===== src/clock_gate_fix_note_placeholder.sv =====
`timescale 1ns/100ps


===== src/pll_config_pkg.sv =====
// Constants, types and OTP layout for the clock multiplier configuration block.
// Assumes one 100 MHz synthesizer-domain clock and a synchronous OTP read port.
// Functional notes
// - Modal sets per mode, global set once
// - Four modal sets chosen by two mode pins
// - Shift select divides ratio by 2 to 16
// - Shift only with pin high, function 011
// - Aux source: reference, PLL clock, lock
// - Lock drive config used only for source 11
// - Config 0 push-pull high; 1 open-drain low
// - Auto modifier enable bit turns it on
// - Four 32-bit ratio words indexed by set
// - Skip enable keeps lock despite missing pulses
// - Clock outputs low while unlocked unless live bit
// - Format bit picks 20.12 or 12.20
// - Functions 000-010 make pin an output disable
// - 011 gates shift, 101 overrides auto modifier
// - 111 lets pin force aux to PLL clock
// - Bandwidth code doubles from 1 to 128 Hz
// - Disable pin low enables, high disables
// - Override pin high enables or forces source
// - Gating and enabling never produce runt clocks
package pll_config_pkg;

  localparam int RATIO_W = 32;
  localparam int SET_COUNT = 4;
  localparam int SYNC_WIDTH = 5;
  localparam int INT_W = 20;

  // OTP word addresses
  localparam logic [3:0] OTP_RATIO_BASE = 4'h0;
  localparam logic [3:0] OTP_MODAL_BASE = 4'h4;
  localparam logic [3:0] OTP_GLOBAL_ADDR = 4'h8;

  // Auxiliary source codes
  localparam logic [1:0] AUX_SRC_RESERVED = 2'h0;
  localparam logic [1:0] AUX_SRC_REF = 2'h1;
  localparam logic [1:0] AUX_SRC_PLL = 2'h2;
  localparam logic [1:0] AUX_SRC_LOCK = 2'h3;

  // Third mode pin function codes
  localparam logic [2:0] FN_DIS_MAIN = 3'h0;
  localparam logic [2:0] FN_DIS_AUX = 3'h1;
  localparam logic [2:0] FN_DIS_BOTH = 3'h2;
  localparam logic [2:0] FN_SHIFT_GATE = 3'h3;
  localparam logic [2:0] FN_AUTO_OVR = 3'h5;
  localparam logic [2:0] FN_FORCE_PLL = 3'h7;

  // Integer field positions of the two ratio formats
  localparam int FRAC_20_12 = 12;
  localparam int FRAC_12_20 = 20;

  localparam logic [7:0] BW_BASE_HZ = 8'h01;
  localparam logic [2:0] SHIFT_BIAS = 3'h1;

  typedef struct packed {
    logic [1:0] ratio_shift_select;
    logic [1:0] aux_pin_source_select;
    logic auto_ratio_modifier_enable;
  } modal_set_type;

  typedef struct packed {
    logic missing_pulse_tolerance_enable;
    logic lock_indicator_drive_config;
    logic outputs_live_while_unlocked;
    logic ratio_fixed_point_format;
    logic [2:0] third_mode_pin_function;
    logic [2:0] min_loop_bandwidth_code;
  } global_set_type;

  typedef struct packed {
    logic [RATIO_W-1:0] ratio_word;
    logic [INT_W-1:0] ratio_integer;
    logic ratio_fixed_point_format;
    logic shift_enable;
    logic [2:0] shift_places;
    logic [RATIO_W-1:0] modified_ratio;
  } ratio_out_type;

  localparam modal_set_type MODAL_RESET = '0;
  localparam global_set_type GLOBAL_RESET = '0;
  localparam logic [RATIO_W-1:0] RATIO_RESET = 32'h0000_0000;

  typedef enum logic [2:0] {
    ST_IDLE = 3'b001,
    ST_LOAD = 3'b010,
    ST_RUN = 3'b100
  } load_state_type;

endpackage : pll_config_pkg


===== src/clock_gate.sv =====
// Gate for a sampled clock level: run and drive change only in the low phase.
// Assumes clock_level is already in the clock domain.
`timescale 1ns/100ps
`default_nettype none
module clock_gate (
  // Clock and reset
  input wire logic clock,
  input wire logic srst,
  // Source and controls
  input wire logic clock_level,
  input wire logic run,
  input wire logic drive,
  // Gated result
  output logic gated,
  output logic drive_out
);

  logic run_held;

  // Controls follow only while the source is low, so no high phase is cut
  always_ff @(posedge clock) begin
    if (srst) begin
      run_held <= 1'b0;
      drive_out <= 1'b0;
    end else if (!clock_level) begin
      run_held <= run;
      drive_out <= drive;
    end
  end

  always_ff @(posedge clock) begin
    if (srst) begin
      gated <= 1'b0;
    end else begin
      gated <= clock_level & run_held;
    end
  end

endmodule : clock_gate
`default_nettype wire


===== src/level_sync.sv =====
// Two-flop synchroniser for a bundle of asynchronous levels.
// Assumes each bit is an independent level; no bus coherence is promised.
`timescale 1ns/100ps
`default_nettype none
module level_sync #(
  parameter int WIDTH = 1
) (
  // Clock and reset
  input wire logic clock,
  input wire logic srst,
  // Levels
  input wire logic [WIDTH-1:0] async_in,
  output logic [WIDTH-1:0] sync_out
);

  logic [WIDTH-1:0] stage1;

  always_ff @(posedge clock) begin
    if (srst) begin
      stage1 <= '0;
      sync_out <= '0;
    end else begin
      stage1 <= async_in;
      sync_out <= stage1;
    end
  end

endmodule : level_sync
`default_nettype wire


===== src/pll_config_mode_decode.sv =====
// Configuration store, mode pin decode and output control of the multiplier.
// Assumes OTP data arrives one cycle after otp_addr; pins are asynchronous.
`timescale 1ns/100ps
`default_nettype none
module pll_config_mode_decode
  import pll_config_pkg::*;
(
  // Clock and reset
  input wire logic clock,
  input wire logic srst,
  // OTP read port
  output logic [3:0] otp_addr,
  input wire logic [RATIO_W-1:0] otp_rdata,
  // Mode pins and reference clock
  input wire logic [1:0] mode_pins,
  input wire logic third_mode_pin,
  input wire logic reference_clock,
  // PLL side
  input wire logic pll_clock_level,
  input wire logic pll_locked,
  // Clock output pins
  output logic main_clock_out,
  output logic main_clock_oe,
  output logic aux_pin_out,
  output logic aux_pin_oe,
  // Synthesizer controls
  output ratio_out_type ratio_out,
  output logic auto_ratio_modifier_active,
  output logic missing_pulse_tolerance_enable,
  output logic [2:0] min_loop_bandwidth_code,
  output logic [7:0] min_loop_bandwidth_hz,
  output logic config_ready
);

  load_state_type state;
  logic read_pending;
  logic [3:0] read_index;
  logic [RATIO_W-1:0] ratio_words [SET_COUNT];
  modal_set_type modal_sets [SET_COUNT];
  global_set_type global_set;

  logic [SYNC_WIDTH-1:0] pins_sync;
  logic [1:0] mode_sync;
  logic third_pin_sync;
  logic ref_sync;
  logic locked_sync;
  logic aux_gated;
  logic aux_drive;

  level_sync #(
    .WIDTH(SYNC_WIDTH)
  ) u_pin_sync (
    .clock(clock),
    .srst(srst),
    .async_in({mode_pins, third_mode_pin, reference_clock, pll_locked}),
    .sync_out(pins_sync)
  );

  assign mode_sync = pins_sync[4:3];
  assign third_pin_sync = pins_sync[2];
  assign ref_sync = pins_sync[1];
  assign locked_sync = pins_sync[0];

  // OTP load sequencing
  wire load_last = (otp_addr == OTP_GLOBAL_ADDR);
  wire wr_ratio = read_pending && (read_index[3:2] == OTP_RATIO_BASE[3:2]);
  wire wr_modal = read_pending && (read_index[3:2] == OTP_MODAL_BASE[3:2]);
  wire wr_global = read_pending && (read_index == OTP_GLOBAL_ADDR);
  wire load_done = (state == ST_RUN) && !read_pending;

  always_ff @(posedge clock) begin
    if (srst) begin
      state <= ST_IDLE;
      otp_addr <= OTP_RATIO_BASE;
      read_pending <= 1'b0;
      read_index <= OTP_RATIO_BASE;
    end else begin
      read_pending <= (state == ST_LOAD);
      read_index <= otp_addr;
      unique case (state)
        ST_IDLE: begin
          state <= ST_LOAD;
        end
        ST_LOAD: begin
          if (load_last) begin
            state <= ST_RUN;
          end else begin
            otp_addr <= otp_addr + 4'h1;
          end
        end
        ST_RUN: begin
          state <= ST_RUN;
        end
      endcase
    end
  end

  // Modal sets per mode, global set once; written only during the load
  always_ff @(posedge clock) begin
    if (srst) begin
      for (int i = 0; i < SET_COUNT; i++) begin
        ratio_words[i] <= RATIO_RESET;
        modal_sets[i] <= MODAL_RESET;
      end
      global_set <= GLOBAL_RESET;
    end else begin
      if (wr_ratio) begin
        ratio_words[read_index[1:0]] <= otp_rdata;
      end
      if (wr_modal) begin
        modal_sets[read_index[1:0]] <= modal_set_type'(otp_rdata[4:0]);
      end
      if (wr_global) begin
        global_set <= global_set_type'(otp_rdata[9:0]);
      end
    end
  end

  // Active set and third pin decode
  wire modal_set_type modal = modal_sets[mode_sync];
  wire [RATIO_W-1:0] ratio_sel = ratio_words[mode_sync];
  wire [2:0] pin_fn = global_set.third_mode_pin_function;
  wire fn_main_off = (pin_fn == FN_DIS_MAIN) || (pin_fn == FN_DIS_BOTH);
  wire fn_aux_off = (pin_fn == FN_DIS_AUX) || (pin_fn == FN_DIS_BOTH);
  wire dis_main = third_pin_sync && fn_main_off;
  wire dis_aux = third_pin_sync && fn_aux_off;
  wire shift_en = third_pin_sync && (pin_fn == FN_SHIFT_GATE);
  wire auto_ovr = (pin_fn == FN_AUTO_OVR);
  wire auto_en = auto_ovr ? third_pin_sync : modal.auto_ratio_modifier_enable;
  wire force_pll = third_pin_sync && (pin_fn == FN_FORCE_PLL);
  wire [1:0] aux_src = force_pll ? AUX_SRC_PLL : modal.aux_pin_source_select;

  // Ratio shaping
  wire [2:0] shift_places = {1'b0, modal.ratio_shift_select} + SHIFT_BIAS;
  wire [RATIO_W-1:0] shifted = ratio_sel >> shift_places;
  wire [RATIO_W-1:0] modified = shift_en ? shifted : ratio_sel;
  wire fmt = global_set.ratio_fixed_point_format;
  wire [INT_W-1:0] int_hi = {8'h00, ratio_sel[RATIO_W-1:FRAC_12_20]};
  wire [INT_W-1:0] int_lo = ratio_sel[RATIO_W-1:FRAC_20_12];
  wire [INT_W-1:0] ratio_int = fmt ? int_hi : int_lo;
  wire [7:0] bw_hz = BW_BASE_HZ << global_set.min_loop_bandwidth_code;

  // Output gating
  wire clock_run = locked_sync || global_set.outputs_live_while_unlocked;
  wire aux_is_clock = (aux_src == AUX_SRC_REF) || (aux_src == AUX_SRC_PLL);
  wire aux_level = (aux_src == AUX_SRC_REF) ? ref_sync : pll_clock_level;
  wire lock_mode = (aux_src == AUX_SRC_LOCK);
  wire open_drain = global_set.lock_indicator_drive_config;
  wire lock_level = !open_drain && !locked_sync;
  wire lock_oe = load_done && !dis_aux && (!open_drain || !locked_sync);

  clock_gate u_main_gate (
    .clock(clock),
    .srst(srst),
    .clock_level(pll_clock_level),
    .run(load_done && clock_run),
    .drive(load_done && !dis_main),
    .gated(main_clock_out),
    .drive_out(main_clock_oe)
  );

  clock_gate u_aux_gate (
    .clock(clock),
    .srst(srst),
    .clock_level(aux_level),
    .run(load_done && clock_run && aux_is_clock),
    .drive(load_done && !dis_aux),
    .gated(aux_gated),
    .drive_out(aux_drive)
  );

  // Registered pin and control outputs
  always_ff @(posedge clock) begin
    if (srst) begin
      aux_pin_out <= 1'b0;
      aux_pin_oe <= 1'b0;
    end else begin
      aux_pin_out <= lock_mode ? lock_level : aux_gated;
      aux_pin_oe <= lock_mode ? lock_oe : aux_drive;
    end
  end

  always_ff @(posedge clock) begin
    if (srst) begin
      ratio_out <= '0;
      auto_ratio_modifier_active <= 1'b0;
      missing_pulse_tolerance_enable <= 1'b0;
      min_loop_bandwidth_code <= 3'h0;
      min_loop_bandwidth_hz <= BW_BASE_HZ;
      config_ready <= 1'b0;
    end else begin
      ratio_out <= '{ratio_sel, ratio_int, fmt, shift_en, shift_places, modified};
      auto_ratio_modifier_active <= load_done && auto_en;
      missing_pulse_tolerance_enable <= global_set.missing_pulse_tolerance_enable;
      min_loop_bandwidth_code <= global_set.min_loop_bandwidth_code;
      min_loop_bandwidth_hz <= bw_hz;
      config_ready <= load_done;
    end
  end

  // Checks
  a_ready_after_load: assert property (
    @(posedge clock) disable iff (srst)
    $fell(srst) |-> !config_ready ##[8:14] config_ready)
    else $error("Configuration not ready after OTP load");

  a_set_selection: assert property (
    @(posedge clock) disable iff (srst)
    config_ready ##1 $stable(mode_sync) |=>
      ratio_out.ratio_word == ratio_words[$past(mode_sync, 2)])
    else $error("Ratio word not taken from the selected set");

  a_shift_amount: assert property (
    @(posedge clock) disable iff (srst)
    shift_en |=> ratio_out.modified_ratio
      == ($past(ratio_sel) >> ({1'b0, $past(modal.ratio_shift_select)} + 3'h1)))
    else $error("Ratio shift by wrong number of places");

  a_shift_gated: assert property (
    @(posedge clock) disable iff (srst)
    !(third_pin_sync && pin_fn == FN_SHIFT_GATE) |=>
      !ratio_out.shift_enable && ratio_out.modified_ratio == ratio_out.ratio_word)
    else $error("Ratio shifted without pin and function 011");

  a_lock_push_pull: assert property (
    @(posedge clock) disable iff (srst)
    lock_mode && !open_drain && load_done && !dis_aux |=>
      aux_pin_oe && aux_pin_out == !$past(locked_sync))
    else $error("Push-pull unlock indicator wrong");

  a_lock_open_drain: assert property (
    @(posedge clock) disable iff (srst)
    lock_mode && open_drain |=> !aux_pin_out && (aux_pin_oe -> !$past(locked_sync)))
    else $error("Open-drain unlock indicator wrong");

  a_unlock_low: assert property (
    @(posedge clock) disable iff (srst)
    (!clock_run && !pll_clock_level) ##1 !clock_run |=> !main_clock_out)
    else $error("Main clock toggles while unlocked");

  a_no_runt_main: assert property (
    @(posedge clock) disable iff (srst)
    (main_clock_out != $past(main_clock_out)) |-> main_clock_out == $past(pll_clock_level))
    else $error("Partial clock period on main output");

  a_main_disable: assert property (
    @(posedge clock) disable iff (srst)
    (dis_main && !pll_clock_level) ##1 dis_main |=> !main_clock_oe)
    else $error("Main output driven while disabled");

  a_auto_override: assert property (
    @(posedge clock) disable iff (srst)
    load_done && auto_ovr |=> auto_ratio_modifier_active == $past(third_pin_sync))
    else $error("Auto modifier does not follow pin under 101");

  a_force_pll_src: assert property (
    @(posedge clock) disable iff (srst)
    force_pll |=> aux_pin_out == $past(aux_gated))
    else $error("Forced aux source is not the PLL clock path");

  a_format_int: assert property (
    @(posedge clock) disable iff (srst)
    fmt |=> ratio_out.ratio_integer[INT_W-1:12] == 8'h00)
    else $error("12.20 integer part too wide");

  a_bandwidth_hz: assert property (
    @(posedge clock) disable iff (srst)
    1'b1 |=> min_loop_bandwidth_hz == (8'h01 << $past(global_set.min_loop_bandwidth_code)))
    else $error("Loop bandwidth not doubling per code step");

  a_skip_follows: assert property (
    @(posedge clock) disable iff (srst)
    config_ready |-> missing_pulse_tolerance_enable == global_set.missing_pulse_tolerance_enable)
    else $error("Skip enable does not follow configuration");

  a_dis_aux_drive: assert property (
    @(posedge clock) disable iff (srst)
    (dis_aux && !aux_level) ##1 (dis_aux && !lock_mode) |=> !aux_pin_oe)
    else $error("Aux clock output driven while disabled");

  a_lock_disable: assert property (
    @(posedge clock) disable iff (srst)
    lock_mode && dis_aux |=> !aux_pin_oe)
    else $error("Lock indicator driven while disabled");

  a_load_order: assert property (
    @(posedge clock) disable iff (srst)
    state == ST_LOAD && !load_last |=> otp_addr == $past(otp_addr) + 4'h1)
    else $error("OTP address not ascending by one");

  a_addr_held: assert property (
    @(posedge clock) disable iff (srst)
    state == ST_RUN |-> otp_addr == OTP_GLOBAL_ADDR)
    else $error("OTP address moved after load");

  a_store_frozen: assert property (
    @(posedge clock) disable iff (srst)
    load_done |=> $stable(global_set))
    else $error("Global set changed after load");

  a_places_range: assert property (
    @(posedge clock) disable iff (srst)
    1'b1 |=> ratio_out.shift_places >= 3'h1 && ratio_out.shift_places <= 3'h4)
    else $error("Shift places outside one to four");

  a_format_lo: assert property (
    @(posedge clock) disable iff (srst)
    !fmt |=> ratio_out.ratio_integer == $past(ratio_sel[RATIO_W-1:FRAC_20_12]))
    else $error("20.12 integer part wrong");

  a_format_hi: assert property (
    @(posedge clock) disable iff (srst)
    fmt |=> ratio_out.ratio_integer[11:0] == $past(ratio_sel[RATIO_W-1:FRAC_12_20]))
    else $error("12.20 integer part wrong");

  a_unlock_aux: assert property (
    @(posedge clock) disable iff (srst)
    (!clock_run && !aux_level) ##1 (!clock_run && !lock_mode) |=> !aux_pin_out)
    else $error("Aux clock toggles while unlocked");

  a_main_enable: assert property (
    @(posedge clock) disable iff (srst)
    (load_done && !dis_main && !pll_clock_level) ##1 !dis_main |=> main_clock_oe)
    else $error("Main output not driven while enabled");

  a_auto_modal: assert property (
    @(posedge clock) disable iff (srst)
    load_done && !auto_ovr |=> auto_ratio_modifier_active == $past(modal.auto_ratio_modifier_enable))
    else $error("Auto modifier does not follow modal bit");

  a_quiet_before_ready: assert property (
    @(posedge clock) disable iff (srst)
    !config_ready |-> !main_clock_oe && !aux_pin_oe && !main_clock_out)
    else $error("Outputs active before configuration load");

  a_bw_code: assert property (
    @(posedge clock) disable iff (srst)
    1'b1 |=> min_loop_bandwidth_code == $past(global_set.min_loop_bandwidth_code))
    else $error("Loop bandwidth code not from global set");

endmodule : pll_config_mode_decode
`default_nettype wire


===== config.mk =====
export PLATFORM = sky130hd
export DESIGN_NAME = pll_config_mode_decode
export DESIGN_NICKNAME = d
export VERILOG_FILES = /design/src/clock_gate_fix_note_placeholder.sv /design/src/pll_config_pkg.sv /design/src/clock_gate.sv /design/src/level_sync.sv /design/src/pll_config_mode_decode.sv
export SDC_FILE = /design/constraint.sdc
export NUM_CORES = 1
export LEC_CHECK = 0
export BUFFER_PORTS_ARGS = -buffer_cell sky130_fd_sc_hd__buf_2
export CAP_MARGIN = 20
export CORE_ASPECT_RATIO = 1.4
export CORE_MARGIN = 10
export CORE_UTILIZATION = 42
export CTS_BUF_LIST = sky130_fd_sc_hd__clkbuf_16
export DETAILED_ROUTE_END_ITERATION = 6
export HOLD_SLACK_MARGIN = 0.12
export PLACE_DENSITY = 0.67
export SLEW_MARGIN = 5
export SYNTH_ARGS = -nofsm -noshare
export SYNTH_HDL_FRONTEND = slang
export SYNTH_SLANG_ARGS = --single-unit

===== constraint.sdc =====
create_clock -name clock -period 6.2 [get_ports clock]
set_clock_uncertainty 0.15 [all_clocks]
set_input_delay 0.62 -clock clock [delete_from_list [all_inputs] [get_ports clock]]
set_output_delay 0.62 -clock clock [all_outputs]
set_load 0.02 [all_outputs]

==> reports/qor.log, run 1 <==
INFO  yosys          ys_types=47
INFO  clock_network  cts_buffer_depth=3
INFO  sta            fin_setup_tns=0ps
INFO  placed_design  placement.io_buffers=150
INFO  power          power.leakage=5.49nW
INFO  power          clkPwrFrac=0.400
INFO  power          swShare=0.230
INFO  floorplan      core_region_area=26300µm²
INFO  route          remaining_drc_errors=0
INFO  finish         synthToLayoutAreaGrowth=17.1%
INFO  yosys          yosys_warnings=0
INFO  clock_network  clock_transition_at_path_regs=70ps
INFO  route          initialDrtViolationCount=610
INFO  route          drt-vias-per-instance=5.32
INFO  yosys          synthCells=891
INFO  floorplan      ioPinCount=151
INFO  global_routing vias_in_the_first_global_route=7364
INFO  yosys          synthesis.area=11200µm²
INFO  global_routing globalRouteTotalUtil=0.158
INFO  setup_path     arrival=3210ps
INFO  clock_network  cts_repair_resize_count=0
INFO  floorplan      chipWidth=158µm
INFO  sta            hold_ws=158ps
INFO  floorplan      initial_core_util=0.428
INFO  sta            fin_crit_sh=0.470
INFO  clock_network  cts_num_sinks=291
INFO  setup_path     critical_path.endpoint_type=register
INFO  global_routing grt_first_pass_wirelength=41800µm
INFO  power          net_switching=0.000942W
INFO  route          count_of_antenna_violating_nets_left_after_detailed_routing=0
INFO  min_path       worst_hold_path_type=primary input to register
INFO  finish         share_of_cells_above_drive_strength_1=0.244
INFO  route          maxUsedRoutingLayer=met5
INFO  yosys          synth.area.top_cells=sky130_fd_sc_hd__edfxtp_1 (40%), sky130_fd_sc_hd__dfxtp_1 (25%), sky130_fd_sc_hd__mux4_2 (7.2%)
INFO  sta            fmaxAchievable=0.343GHz
INFO  global_routing pin_count_of_the_biggest_net_entering_global_routing=74
INFO  global_routing grt.overflow.total=0
INFO  yosys          synth_top_cell_by_area=sky130_fd_sc_hd__edfxtp_1
INFO  placed_design  dpl-instance-area=12300µm²
INFO  clock_network  cts_tree=yes
INFO  sta            report.final.setup_viol=0
INFO  yosys          postSynthRegisterBits=291
INFO  setup_path     critical_path.max_stage_delay=590ps
INFO  route          detail_route.first_pass.iterations=5
INFO  yosys          synthDominantCellAreaShare=0.395
INFO  clock_network  postCtsSetupBuffers=0
INFO  sta            drv_slew=0
INFO  setup_path     crit_path_max_fanout=37
INFO  clock_network  cts.hold.buffers_added=0
INFO  setup_path     critPathLaunchType=register
INFO  clock_network  cts_buffers=27
INFO  floorplan      std_cell_rows=70
INFO  setup_path     crit_required=6490ps
INFO  finish         antenna_diode_count=0
INFO  setup_path     reg2reg_setup_slack=3280ps
INFO  setup_path     r2r-end=u_aux_gate.run_held
INFO  setup_path     path_cells=buf_4, mux4_2, or2_2, inv_1, ha_1, mux2i_1, nand2_1, o32ai_1
INFO  route          met2WireLength=13500µm
INFO  power          intPower=0.00316W
INFO  power          power.combinational.fraction=0.080
INFO  finish         layoutNonFillerInstCount=1367
INFO  power          pwr_density_cell=311nW/µm²
INFO  yosys          ys_async_sr_fraction=0
INFO  sta            timing.final.crit_period=2920ps
INFO  yosys          syn_area_per_cell=12.6µm²
INFO  route          vias=7274
INFO  setup_path     ff2ff_path_depth=8
INFO  route          routed_wirelength=27400µm
INFO  outcome        run_status=finished clean
INFO  flow_run       cap_violations=0
INFO  floorplan      design.die.area=33800µm²
INFO  setup_path     cp_slowest_cell=sky130_fd_sc_hd__mux4_2
INFO  placed_design  detailed_place_hpwl=18100µm
INFO  clock_network  clock_tree.root_cell=sky130_fd_sc_hd__clkbuf_16
INFO  global_routing antenna_found_initial=2
INFO  yosys          post_synth_edffs=148
INFO  power          vdd_ir_drop_max=0.151mV
INFO  yosys          synth.yosys.seq_area_share=0.650
INFO  yosys          synth_top_flop_cell=sky130_fd_sc_hd__edfxtp_1
INFO  yosys          synth.net_count=936
INFO  finish         finish.instance_area=13200µm²
INFO  route          wl_met1=11200µm
INFO  setup_path     type_of_the_worst_setup_path=register to register
INFO  power          seqPwrFrac=0.520
INFO  min_path       min_from=mode_pins[0]
INFO  sta            slew_headroom=0.293
INFO  clock_network  cts_htree_levels=1
INFO  sta            grt_setup_unrepaired=false
INFO  placed_design  dp_cells=1315
INFO  setup_path     critical_path.startpoint=u_pin_sync.sync_out[3]
INFO  setup_path     r2r_start=u_pin_sync.sync_out[3]
INFO  clock_network  clk-insertion-delay-late=530ps
INFO  sta            hold_viol_final=0
INFO  setup_path     cp-endpoint=u_aux_gate.run_held
INFO  route          detailroute.wirelength.met3=2070µm
INFO  route          wire_per_inst=20.1µm
INFO  finish         nNetsFinal=1067
INFO  sta            tightestPinTransition=1060ps
INFO  floorplan      die_h=214µm
INFO  placed_design  gpl.final_weighted_congestion=0.780
-- power by group through the flow --
stage	Combinational, W	Sequential, W	Clock (W)
floorplan	0.000166	0.00221	0
global placement	0.000328	0.00217	0
detailed placement	0.000330	0.00217	0
CTS	0.000332	0.00213	0.00167
global route	0.000355	0.00214	0.00174
finish	0.000328	0.00213	0.00164
-- routing by layer --
metal  vias to the layer above  track usage
met1                      3560        0.195
met2                       234        0.266
met3                        45       0.0361
met5                         -            0
li1                       3431            -
met4                         4       0.0525
-- area by class of cell --
class | count | area [µm²]
clock buffers | 28 | 701
clock inverters | 22 | 181
fillers | 2303 | 13100
inverters | 47 | 176
multi-input cells | 491 | 3520
flip-flops and latches | 291 | 7310
well taps | 324 | 405
repair buffers | 164 | 881
-- flip-flops by register name, summed over array words and instances (netlist names), 3 cells and up --
| register | cells |
|---|---|
| min_loop_bandwidth_hz | 8 |
| u_pin_sync.sync_out | 4 |
| min_loop_bandwidth_code | 3 |
| otp_addr | 4 |
| modal_sets | 20 |
| pin_fn | 3 |
| global_set | 5 |
| state | 3 |
| ratio_out | 89 |
| u_pin_sync.stage1 | 5 |
| read_index | 4 |
| ratio_words | 128 |
-- per-stage QoR --
stage	worst slack (ps)	power [W]	utilization
after detailed placement	2970	0.00250	0.467
after floorplan	1370	0.00238	-
after global routing	2980	0.00424	0.501
after global placement	2990	0.00250	0.466
final	3280	0.00410	0.501
after CTS	3210	0.00413	0.501
-- placed cells by master (no fill, tap or decap), drive strengths merged, types with 2 or more instances in the layout --
master	synthesis	final
nand2b	9	9
clkinv	1	11
inv	46	55
mux4	37	37
edfxtp	148	148
and2	31	31
nand3b	3	3
nor2	129	129
dfxtp	143	143
nand2	47	47
a21oi	16	16
nor4b	4	4
o32ai	3	3
nand3	46	46
or2	2	2
buf	17	163
nor3b	4	4
nor2b	23	23
o21ai	19	19
xnor2	2	2
and3	15	15
bufinv	0	3
nor3	5	5
ha	5	5
o41ai	3	3
clkbuf	45	29
o221ai	29	29
mux2i	45	45
-- cell families (layout without fill, tap and decap cells) --
group,after synthesis,after routing,share of synthesized area
buffers and inverters,109,261,0.0403
adder cells (fa/ha/maj),5,5,0.00556
flip-flops,291,291,0.650
multiplexers,82,82,0.114
XOR/XNOR,2,2,0.00156
AND/OR/NAND/NOR,327,327,0.142
AO/OA/AOI/OAI,75,75,0.0465
-- critical path: cells and delay by family (launching register included) --
family          cells  cell delay, ps
flops               1             310
mux                 2             960
compound gates      1             210
simple gates        2             390
fa+ha+maj           1             160
buf+inv             2             640
-- cells in the mapped netlist (9+ instances only) --
cell type and number:
sky130_fd_sc_hd__a21oi_1 16, sky130_fd_sc_hd__and2_1 31, sky130_fd_sc_hd__and3_1 15, sky130_fd_sc_hd__buf_2 10, sky130_fd_sc_hd__clkbuf_1 44, sky130_fd_sc_hd__dfxtp_1 143, sky130_fd_sc_hd__edfxtp_1 148, sky130_fd_sc_hd__inv_1 46
sky130_fd_sc_hd__mux2i_1 45, sky130_fd_sc_hd__mux4_2 36, sky130_fd_sc_hd__nand2_1 47, sky130_fd_sc_hd__nand2b_1 9, sky130_fd_sc_hd__nand3_1 46, sky130_fd_sc_hd__nor2_1 129, sky130_fd_sc_hd__nor2b_1 23, sky130_fd_sc_hd__o21ai_0 17
sky130_fd_sc_hd__o221ai_1 29
-- worst min-delay path by stage --
stage,to,slack [ps],cells after the start
5_1_grt,u_pin_sync.stage1[3],160,2
2_1_floorplan,pins_sync[4],260,1
6_report,u_pin_sync.stage1[3],160,2
3_3_place_gp,u_pin_sync.sync_out[2],280,1
3_5_place_dp,u_main_gate.gated,290,2
4_1_cts,u_pin_sync.stage1[3],150,2
Note: power is estimated with default switching activity, not from simulation.
==> run 2: changes to the inputs <==
==> constraint.sdc (replaced) <==
create_clock -name clock -period 2.9 [get_ports clock]
set_clock_uncertainty 0.15 [all_clocks]
set_input_delay 0.29 -clock clock [delete_from_list [all_inputs] [get_ports clock]]
set_output_delay 0.29 -clock clock [all_outputs]
set_load 0.02 [all_outputs]
==> reports/qor.log, run 2 (synthesized netlist as in run 1, its figures left out) <==
INFO  min_path       hold_end=u_pin_sync.sync_out[1]
INFO  global_routing antenna_found_initial=0
INFO  sta            timing.final.crit_period=2440ps
INFO  clock_network  clk-insertion-delay-late=540ps
INFO  power          net_switching=0.00204W
INFO  setup_path     critical_path.endpoint_type=register
INFO  finish         finish.instance_area=13700µm²
INFO  sta            report.final.setup_viol=0
INFO  global_routing grt_first_pass_wirelength=43500µm
INFO  floorplan      design.die.area=33800µm²
INFO  floorplan      core_region_area=26300µm²
INFO  flow_run       cap_violations=0
INFO  route          detail_route.first_pass.iterations=5
INFO  setup_path     type_of_the_worst_setup_path=register to register
INFO  global_routing vias_in_the_first_global_route=7710
INFO  floorplan      die_h=214µm
INFO  power          swShare=0.235
INFO  power          intPower=0.00664W
INFO  placed_design  detailed_place_hpwl=19300µm
INFO  finish         antenna_diode_count=0
INFO  global_routing globalRouteTotalUtil=0.164
INFO  sta            tightestPinTransition=1000ps
INFO  floorplan      ioPinCount=151
INFO  placed_design  gpl.final_weighted_congestion=0.838
INFO  global_routing grt.overflow.total=0
INFO  finish         final_cell_mix=sky130_fd_sc_hd__buf_2 (150), sky130_fd_sc_hd__edfxtp_1 (148), sky130_fd_sc_hd__dfxtp_1 (142)
INFO  finish         nNetsFinal=1118
INFO  sta            drv_slew=0
INFO  clock_network  cts_num_sinks=291
INFO  min_path       timing.hold.worst_path_depth=1
INFO  clock_network  clock_transition_at_path_regs=60ps
INFO  power          vdd_ir_drop_max=0.423mV
INFO  placed_design  placement.io_buffers=150
INFO  floorplan      initial_core_util=0.428
INFO  sta            fin_crit_sh=0.842
INFO  clock_network  cts_repair_resize_count=0
INFO  finish         synthToLayoutAreaGrowth=21.5%
INFO  sta            hold_viol_final=0
INFO  setup_path     r2r_start=u_pin_sync.sync_out[3]
INFO  route          drt-vias-per-instance=5.27
INFO  route          routed_wirelength=28400µm
INFO  finish         top_regs=ratio_words: 128 flops, ratio_out: 89 flops, modal_sets: 20 flops
INFO  clock_network  cts_buffer_depth=3
INFO  clock_network  clock_tree.root_cell=sky130_fd_sc_hd__clkbuf_16
INFO  sta            fmaxAchievable=0.410GHz
INFO  placed_design  dpl-instance-area=12400µm²
INFO  setup_path     r2r-end=ratio_out[4]
INFO  finish         mostFrequentLayoutCell=sky130_fd_sc_hd__buf_2
INFO  setup_path     crit_path_max_fanout=31
INFO  min_path       worst_hold_path_type=register to register
INFO  setup_path     reg2reg_setup_slack=460ps
INFO  setup_path     arrival=2730ps
INFO  clock_network  cts_buffers=27
INFO  route          count_of_antenna_violating_nets_left_after_detailed_routing=0
INFO  sta            worst_slack=459ps
INFO  finish         fin_util=0.520
INFO  route          vias=7475
INFO  route          remaining_drc_errors=0
INFO  outcome        run_status=finished clean
INFO  setup_path     critPathLaunchType=register
INFO  power          post-layout-total-power=0.00868W
INFO  setup_path     ff2ff_path_depth=5
INFO  finish         share_of_cells_above_drive_strength_1=0.242
INFO  power          clkPwrFrac=0.387
INFO  floorplan      chipWidth=158µm
INFO  power          power.combinational.fraction=0.088
INFO  route          wire_per_inst=20.1µm
INFO  setup_path     crit_required=3190ps
INFO  floorplan      std_cell_rows=70
INFO  sta            slew_headroom=0.331
INFO  route          initialDrtViolationCount=645
INFO  placed_design  post-place-ws=438ps
INFO  sta            grt_setup_unrepaired=false
INFO  power          seqPwrFrac=0.525
INFO  finish         largest-register=ratio_words
INFO  power          power.leakage=5.70nW
INFO  clock_network  cts_htree_levels=1
INFO  global_routing pin_count_of_the_biggest_net_entering_global_routing=37
INFO  clock_network  cts_tree=yes
INFO  power          pwr_density_cell=635nW/µm²
INFO  finish         number_of_flip_flops_in_the_largest_register=128
INFO  min_path       min_from=u_pin_sync.stage1[1]
run 2: worst max-delay path: stages (launching register included):
cell                       delay [ps]
sky130_fd_sc_hd__dfxtp_2          420
sky130_fd_sc_hd__buf_4            370
sky130_fd_sc_hd__mux4_2           590
sky130_fd_sc_hd__or3_1            350
sky130_fd_sc_hd__buf_4            240
sky130_fd_sc_hd__o221ai_1         210
run 2: worst max path at each step:
stage | startpoint | endpoint | slack [ps]
after global routing | pins_sync[4] | ratio_out[10] | 330
after detailed placement | u_pin_sync.sync_out[3] | ratio_out[27] | 440
after floorplan | read_pending | ratio_words[3][0] | -290
final | u_pin_sync.sync_out[3] | ratio_out[4] | 460
after global placement | u_pin_sync.sync_out[3] | ratio_out[28] | 470
after CTS | u_pin_sync.sync_out[3] | ratio_out[4] | 430
run 2: final cells by class:
type | count | area, µm²
clock buffers | 30 | 751
multi-input cells | 491 | 3550
well taps | 324 | 405
repair buffers | 215 | 1370
fillers | 2240 | 12600
flip-flops and latches | 291 | 7310
inverters | 47 | 176
clock inverters | 20 | 97.6
run 2: routing by layer:
layer / routed length [µm] / share of wire / track usage / vias to the layer above
met5: 0 / 0 / 0 / -
met4: 655 / 0.023 / 0.0516 / 0
met3: 2130 / 0.075 / 0.0305 / 46
met2: 13900 / 0.49 / 0.280 / 265
met1: 11800 / 0.41 / 0.207 / 3631
li1: - / - / - / 3533
run 2: timing repair:
action	CTS	global route
buffers inserted	0	0
hold buffers	39	0
endpoints found under the hold margin	168	0
run 2: power by group through the flow:
stage          sequential, W  combinational [W]  clock [W]
6_report             0.00456           0.000763    0.00336
5_1_grt              0.00457           0.000823    0.00357
4_1_cts              0.00456           0.000770    0.00340
3_5_place_dp         0.00465           0.000726          0
3_3_place_gp         0.00465           0.000721          0
2_1_floorplan        0.00472           0.000358          0
run 2: metrics by stage:
| step | hold slack, ps | cells | TNS [ps] |
|---|---|---|---|
| 2_1_floorplan | 258 | 891 | -18630 |
| 4_1_cts | 299 | 1418 | 0 |
| 3_3_place_gp | 285 | 1329 | 0 |
| 5_1_grt | 315 | 1418 | 0 |
| 3_5_place_dp | 287 | 1329 | 0 |
| 6_report | 296 | 1418 | 0 |
==> run 3: changes to the inputs <==
--- a/config.mk
+++ b/config.mk
@@ -5,6 +5,7 @@
 export SDC_FILE = /design/constraint.sdc
 export NUM_CORES = 1
 export LEC_CHECK = 0
+export ABC_AREA = 1
 export BUFFER_PORTS_ARGS = -buffer_cell sky130_fd_sc_hd__buf_2
 export CAP_MARGIN = 20
 export CORE_ASPECT_RATIO = 1.4
@@ -13,7 +14,7 @@
 export CTS_BUF_LIST = sky130_fd_sc_hd__clkbuf_16
 export DETAILED_ROUTE_END_ITERATION = 6
 export HOLD_SLACK_MARGIN = 0.12
-export PLACE_DENSITY = 0.67
+export PLACE_DENSITY = 0.69
 export SLEW_MARGIN = 5
 export SYNTH_ARGS = -nofsm -noshare
 export SYNTH_HDL_FRONTEND = slang
==> constraint.sdc (replaced) <==
create_clock -name clock -period 2.23 [get_ports clock]
set_clock_uncertainty 0.15 [all_clocks]
set_input_delay 0.223 -clock clock [delete_from_list [all_inputs] [get_ports clock]]
set_output_delay 0.223 -clock clock [all_outputs]
set_load 0.02 [all_outputs]
==> reports/qor.log, run 3 <==
INFO  outcome        run_status=finished clean
INFO  yosys          synthCells=1250
INFO  flow_run       cap_violations=0
INFO  route          drt-vias-per-instance=4.94
INFO  setup_path     critPathLaunchType=register
INFO  sta            fin_crit_sh=0.898
INFO  finish         final_cell_mix=sky130_fd_sc_hd__nand2_1 (272), sky130_fd_sc_hd__nor2_1 (194), sky130_fd_sc_hd__nand3_1 (163)
INFO  power          vdd_ir_drop_max=0.508mV
INFO  clock_network  cts_repair_resize_count=0
INFO  placed_design  dpl-instance-area=12800µm²
INFO  sta            timing.final.crit_period=2000ps
INFO  floorplan      std_cell_rows=72
INFO  setup_path     r2r-end=ratio_out[3]
INFO  yosys          postSynthRegisterBits=291
INFO  setup_path     crit_family=simple AND/OR/NAND/NOR gates
INFO  global_routing m2_gr_usage=0.293
INFO  min_path       min_from=u_pin_sync.stage1[2]
INFO  sta            slew_headroom=0.424
INFO  finish         synthToLayoutAreaGrowth=20.4%
INFO  sta            hold_viol_final=0
INFO  clock_network  cts_htree_levels=1
INFO  setup_path     critical_path.max_stage_delay=460ps
INFO  setup_path     cp-endpoint=ratio_out[3]
INFO  power          power.leakage=6.19nW
INFO  clock_network  cts_tree=yes
INFO  floorplan      die_h=217µm
INFO  global_routing grt.overflow.total=0
INFO  yosys          synth_simple_gate_area_share=0.266
INFO  yosys          synth_top_cell_by_area=sky130_fd_sc_hd__edfxtp_1
INFO  setup_path     critical_path_depth=9
INFO  yosys          synthesis.area=11700µm²
INFO  yosys          yosys.area_share.adder=0.00536
INFO  finish         finish.instance_area=14000µm²
INFO  yosys          ys_async_sr_fraction=0
INFO  setup_path     r2r_start=u_pin_sync.sync_out[3]
INFO  route          initialDrtViolationCount=721
INFO  clock_network  cts_num_sinks=291
INFO  placed_design  placement.io_buffers=150
INFO  clock_network  clock_transition_at_path_regs=60ps
INFO  finish         mostFrequentLayoutCell=sky130_fd_sc_hd__nand2_1
INFO  yosys          synth.net_count=1295
INFO  yosys          synth_top_flop_cell=sky130_fd_sc_hd__edfxtp_1
INFO  yosys          syn_area_per_cell=9.33µm²
INFO  sta            report.final.setup_viol=0
INFO  finish         number_of_flip_flops_in_the_largest_register=128
INFO  finish         nNetsFinal=1478
INFO  setup_path     path_cells=inv_2, buf_12, buf_4, nand2_1, nand3_1, nand2_1, nand2_1, nand3_1, nand3_1
INFO  setup_path     crit_path_max_fanout=52
INFO  sta            hold_ws=252ps
INFO  global_routing met1_usage=0.183
INFO  yosys          synth.yosys.seq_area_share=0.626
INFO  setup_path     crit_required=2480ps
INFO  finish         layoutNonFillerInstCount=1823
INFO  setup_path     ff2ff_path_depth=9
INFO  route          routed_wirelength=29400µm
INFO  yosys          synthDominantCellAreaShare=0.381
INFO  yosys          synth_compound_gate_area_share=0.0315
INFO  finish         share_of_cells_above_drive_strength_1=0.202
INFO  yosys          post_synth_edffs=148
INFO  setup_path     cp_slowest_cell=sky130_fd_sc_hd__dfxtp_2
INFO  global_routing vias_in_the_first_global_route=9244
INFO  clock_network  cts_buffer_depth=3
INFO  floorplan      design.die.area=34900µm²
INFO  setup_path     reg2reg_setup_slack=230ps
INFO  setup_path     type_of_the_worst_setup_path=register to register
INFO  setup_path     critical_path.endpoint_type=register
INFO  sta            fin_setup_tns=0ps
INFO  placed_design  detailed_place_hpwl=20000µm
INFO  min_path       worst_hold_path_type=register to register
INFO  global_routing globalRouteTotalUtil=0.163
INFO  yosys          leading_cell_types_by_count_after_synthesis=sky130_fd_sc_hd__nand2_1 (273), sky130_fd_sc_hd__nor2_1 (194), sky130_fd_sc_hd__nand3_1 (163), sky130_fd_sc_hd__edfxtp_1 (148), sky130_fd_sc_hd__dfxtp_1 (143)
INFO  global_routing grt_first_pass_wirelength=46600µm
INFO  route          remaining_drc_errors=0
INFO  power          pwr_density_cell=809nW/µm²
INFO  route          vias=9006
INFO  global_routing pin_count_of_the_biggest_net_entering_global_routing=65
INFO  sta            tightestPinTransition=855ps
INFO  global_routing grt.met3_usage=0.0287
INFO  clock_network  clock_tree.root_cell=sky130_fd_sc_hd__clkbuf_16
INFO  yosys          synth_top_family_by_area=simple AND/OR/NAND/NOR gates
INFO  setup_path     cp_num_buf_inv=3
INFO  floorplan      core_region_area=27500µm²
INFO  sta            drv_slew=0
INFO  yosys          synth-xor-area-share=0.000751
INFO  clock_network  clk-insertion-delay-late=540ps
INFO  yosys          yosys-mux-area-fraction=0
INFO  floorplan      initial_core_util=0.425
INFO  clock_network  cts_buffers=27
INFO  route          wire_per_inst=16.1µm
INFO  global_routing antenna_found_initial=0
INFO  yosys          ys_types=29
INFO  floorplan      ioPinCount=151
INFO  setup_path     critical_path.startpoint=u_pin_sync.sync_out[3]
INFO  sta            grt_setup_unrepaired=false
INFO  placed_design  post-place-ws=244ps
INFO  yosys          yosys_warnings=0
INFO  setup_path     arrival=2250ps
INFO  sta            fmaxAchievable=0.500GHz
INFO  sta            worst_slack=228ps
INFO  route          count_of_antenna_violating_nets_left_after_detailed_routing=0
INFO  placed_design  dp_cells=1734
INFO  yosys          synth.area.top_cells=sky130_fd_sc_hd__edfxtp_1 (38%), sky130_fd_sc_hd__dfxtp_1 (25%), sky130_fd_sc_hd__nand2_1 (8.8%)
INFO  finish         top_regs=ratio_words: 128 flops, ratio_out: 89 flops, modal_sets: 20 flops
INFO  route          detail_route.first_pass.iterations=7
INFO  finish         largest-register=ratio_words
INFO  yosys          synth_most_common_cell=sky130_fd_sc_hd__nand2_1
INFO  global_routing grt_busiest_layer=met2
INFO  finish         antenna_diode_count=0
INFO  floorplan      chipWidth=161µm
INFO  placed_design  gpl.final_weighted_congestion=0.819
## run 3: changes by cell type in the layout (fill, tap and decap cells not counted), moves of 37 or more
cell,change
sky130_fd_sc_hd__inv_1,+44
sky130_fd_sc_hd__mux2i_1,-45
sky130_fd_sc_hd__nand2_1,+225
sky130_fd_sc_hd__nand2_2,+37
sky130_fd_sc_hd__nand3_1,+117
sky130_fd_sc_hd__nor2_1,+65
## run 3: how the worst min path moves through the flow
stage / to / slack (ps) / cells past startpoint
4_1_cts: u_pin_sync.stage1[1] / 250 / 4
3_5_place_dp: u_pin_sync.sync_out[0] / 250 / 2
3_3_place_gp: u_pin_sync.sync_out[2] / 240 / 2
6_report: u_pin_sync.sync_out[2] / 250 / 2
2_1_floorplan: u_pin_sync.stage1[0] / 180 / 2
5_1_grt: u_pin_sync.sync_out[2] / 280 / 2
## run 3: logic make-up after synthesis
family | Yosys count
compound gates | 70
xor+xnor | 1
fa+ha+maj | 5
buf+inv | 167
flops | 291
simple gates | 716
## run 3: stage by stage
step,power (W),utilization
finish,0.0114,0.511
global route,0.0118,0.511
CTS,0.0114,0.511
detailed placement,0.00714,0.466
global placement,0.00712,0.466
floorplan,0.00674,-
## run 3: worst reg2reg max path, cell delays in order (launching register included)
cell	delay, ps
sky130_fd_sc_hd__dfxtp_2	460
sky130_fd_sc_hd__inv_2	130
sky130_fd_sc_hd__buf_12	210
sky130_fd_sc_hd__buf_4	240
sky130_fd_sc_hd__nand2_1	90
sky130_fd_sc_hd__nand3_1	120
sky130_fd_sc_hd__nand2_1	160
sky130_fd_sc_hd__nand2_1	90
sky130_fd_sc_hd__nand3_1	110
sky130_fd_sc_hd__nand3_1	120
## run 3: what timing repair did
item	CTS	global route
hold endpoints to repair	206	0
hold buffers	40	0
setup buffers	0	0
## run 3: power breakdown
part / internal, W / switching (W)
clock network: 0.00235 / 0.00195
logic: 0.000352 / 0.000781
registers: 0.00586 / 0.0000782
## run 3: cell type report
class	instances	area (µm²)
well taps	370	463
fillers	2412	13400
flip-flops and latches	291	7310
multi-input cells	792	3550
inverters	100	375
repair buffers	221	1520
clock buffers	29	726
clock inverters	20	103
## run 3: metal layers
| layer | vias up | share of wire |
|---|---|---|
| met5 | - | 0 |
| met4 | 0 | 0.038 |
| met3 | 65 | 0.065 |
| met2 | 322 | 0.51 |
| met1 | 4196 | 0.39 |
| li1 | 4423 | - |
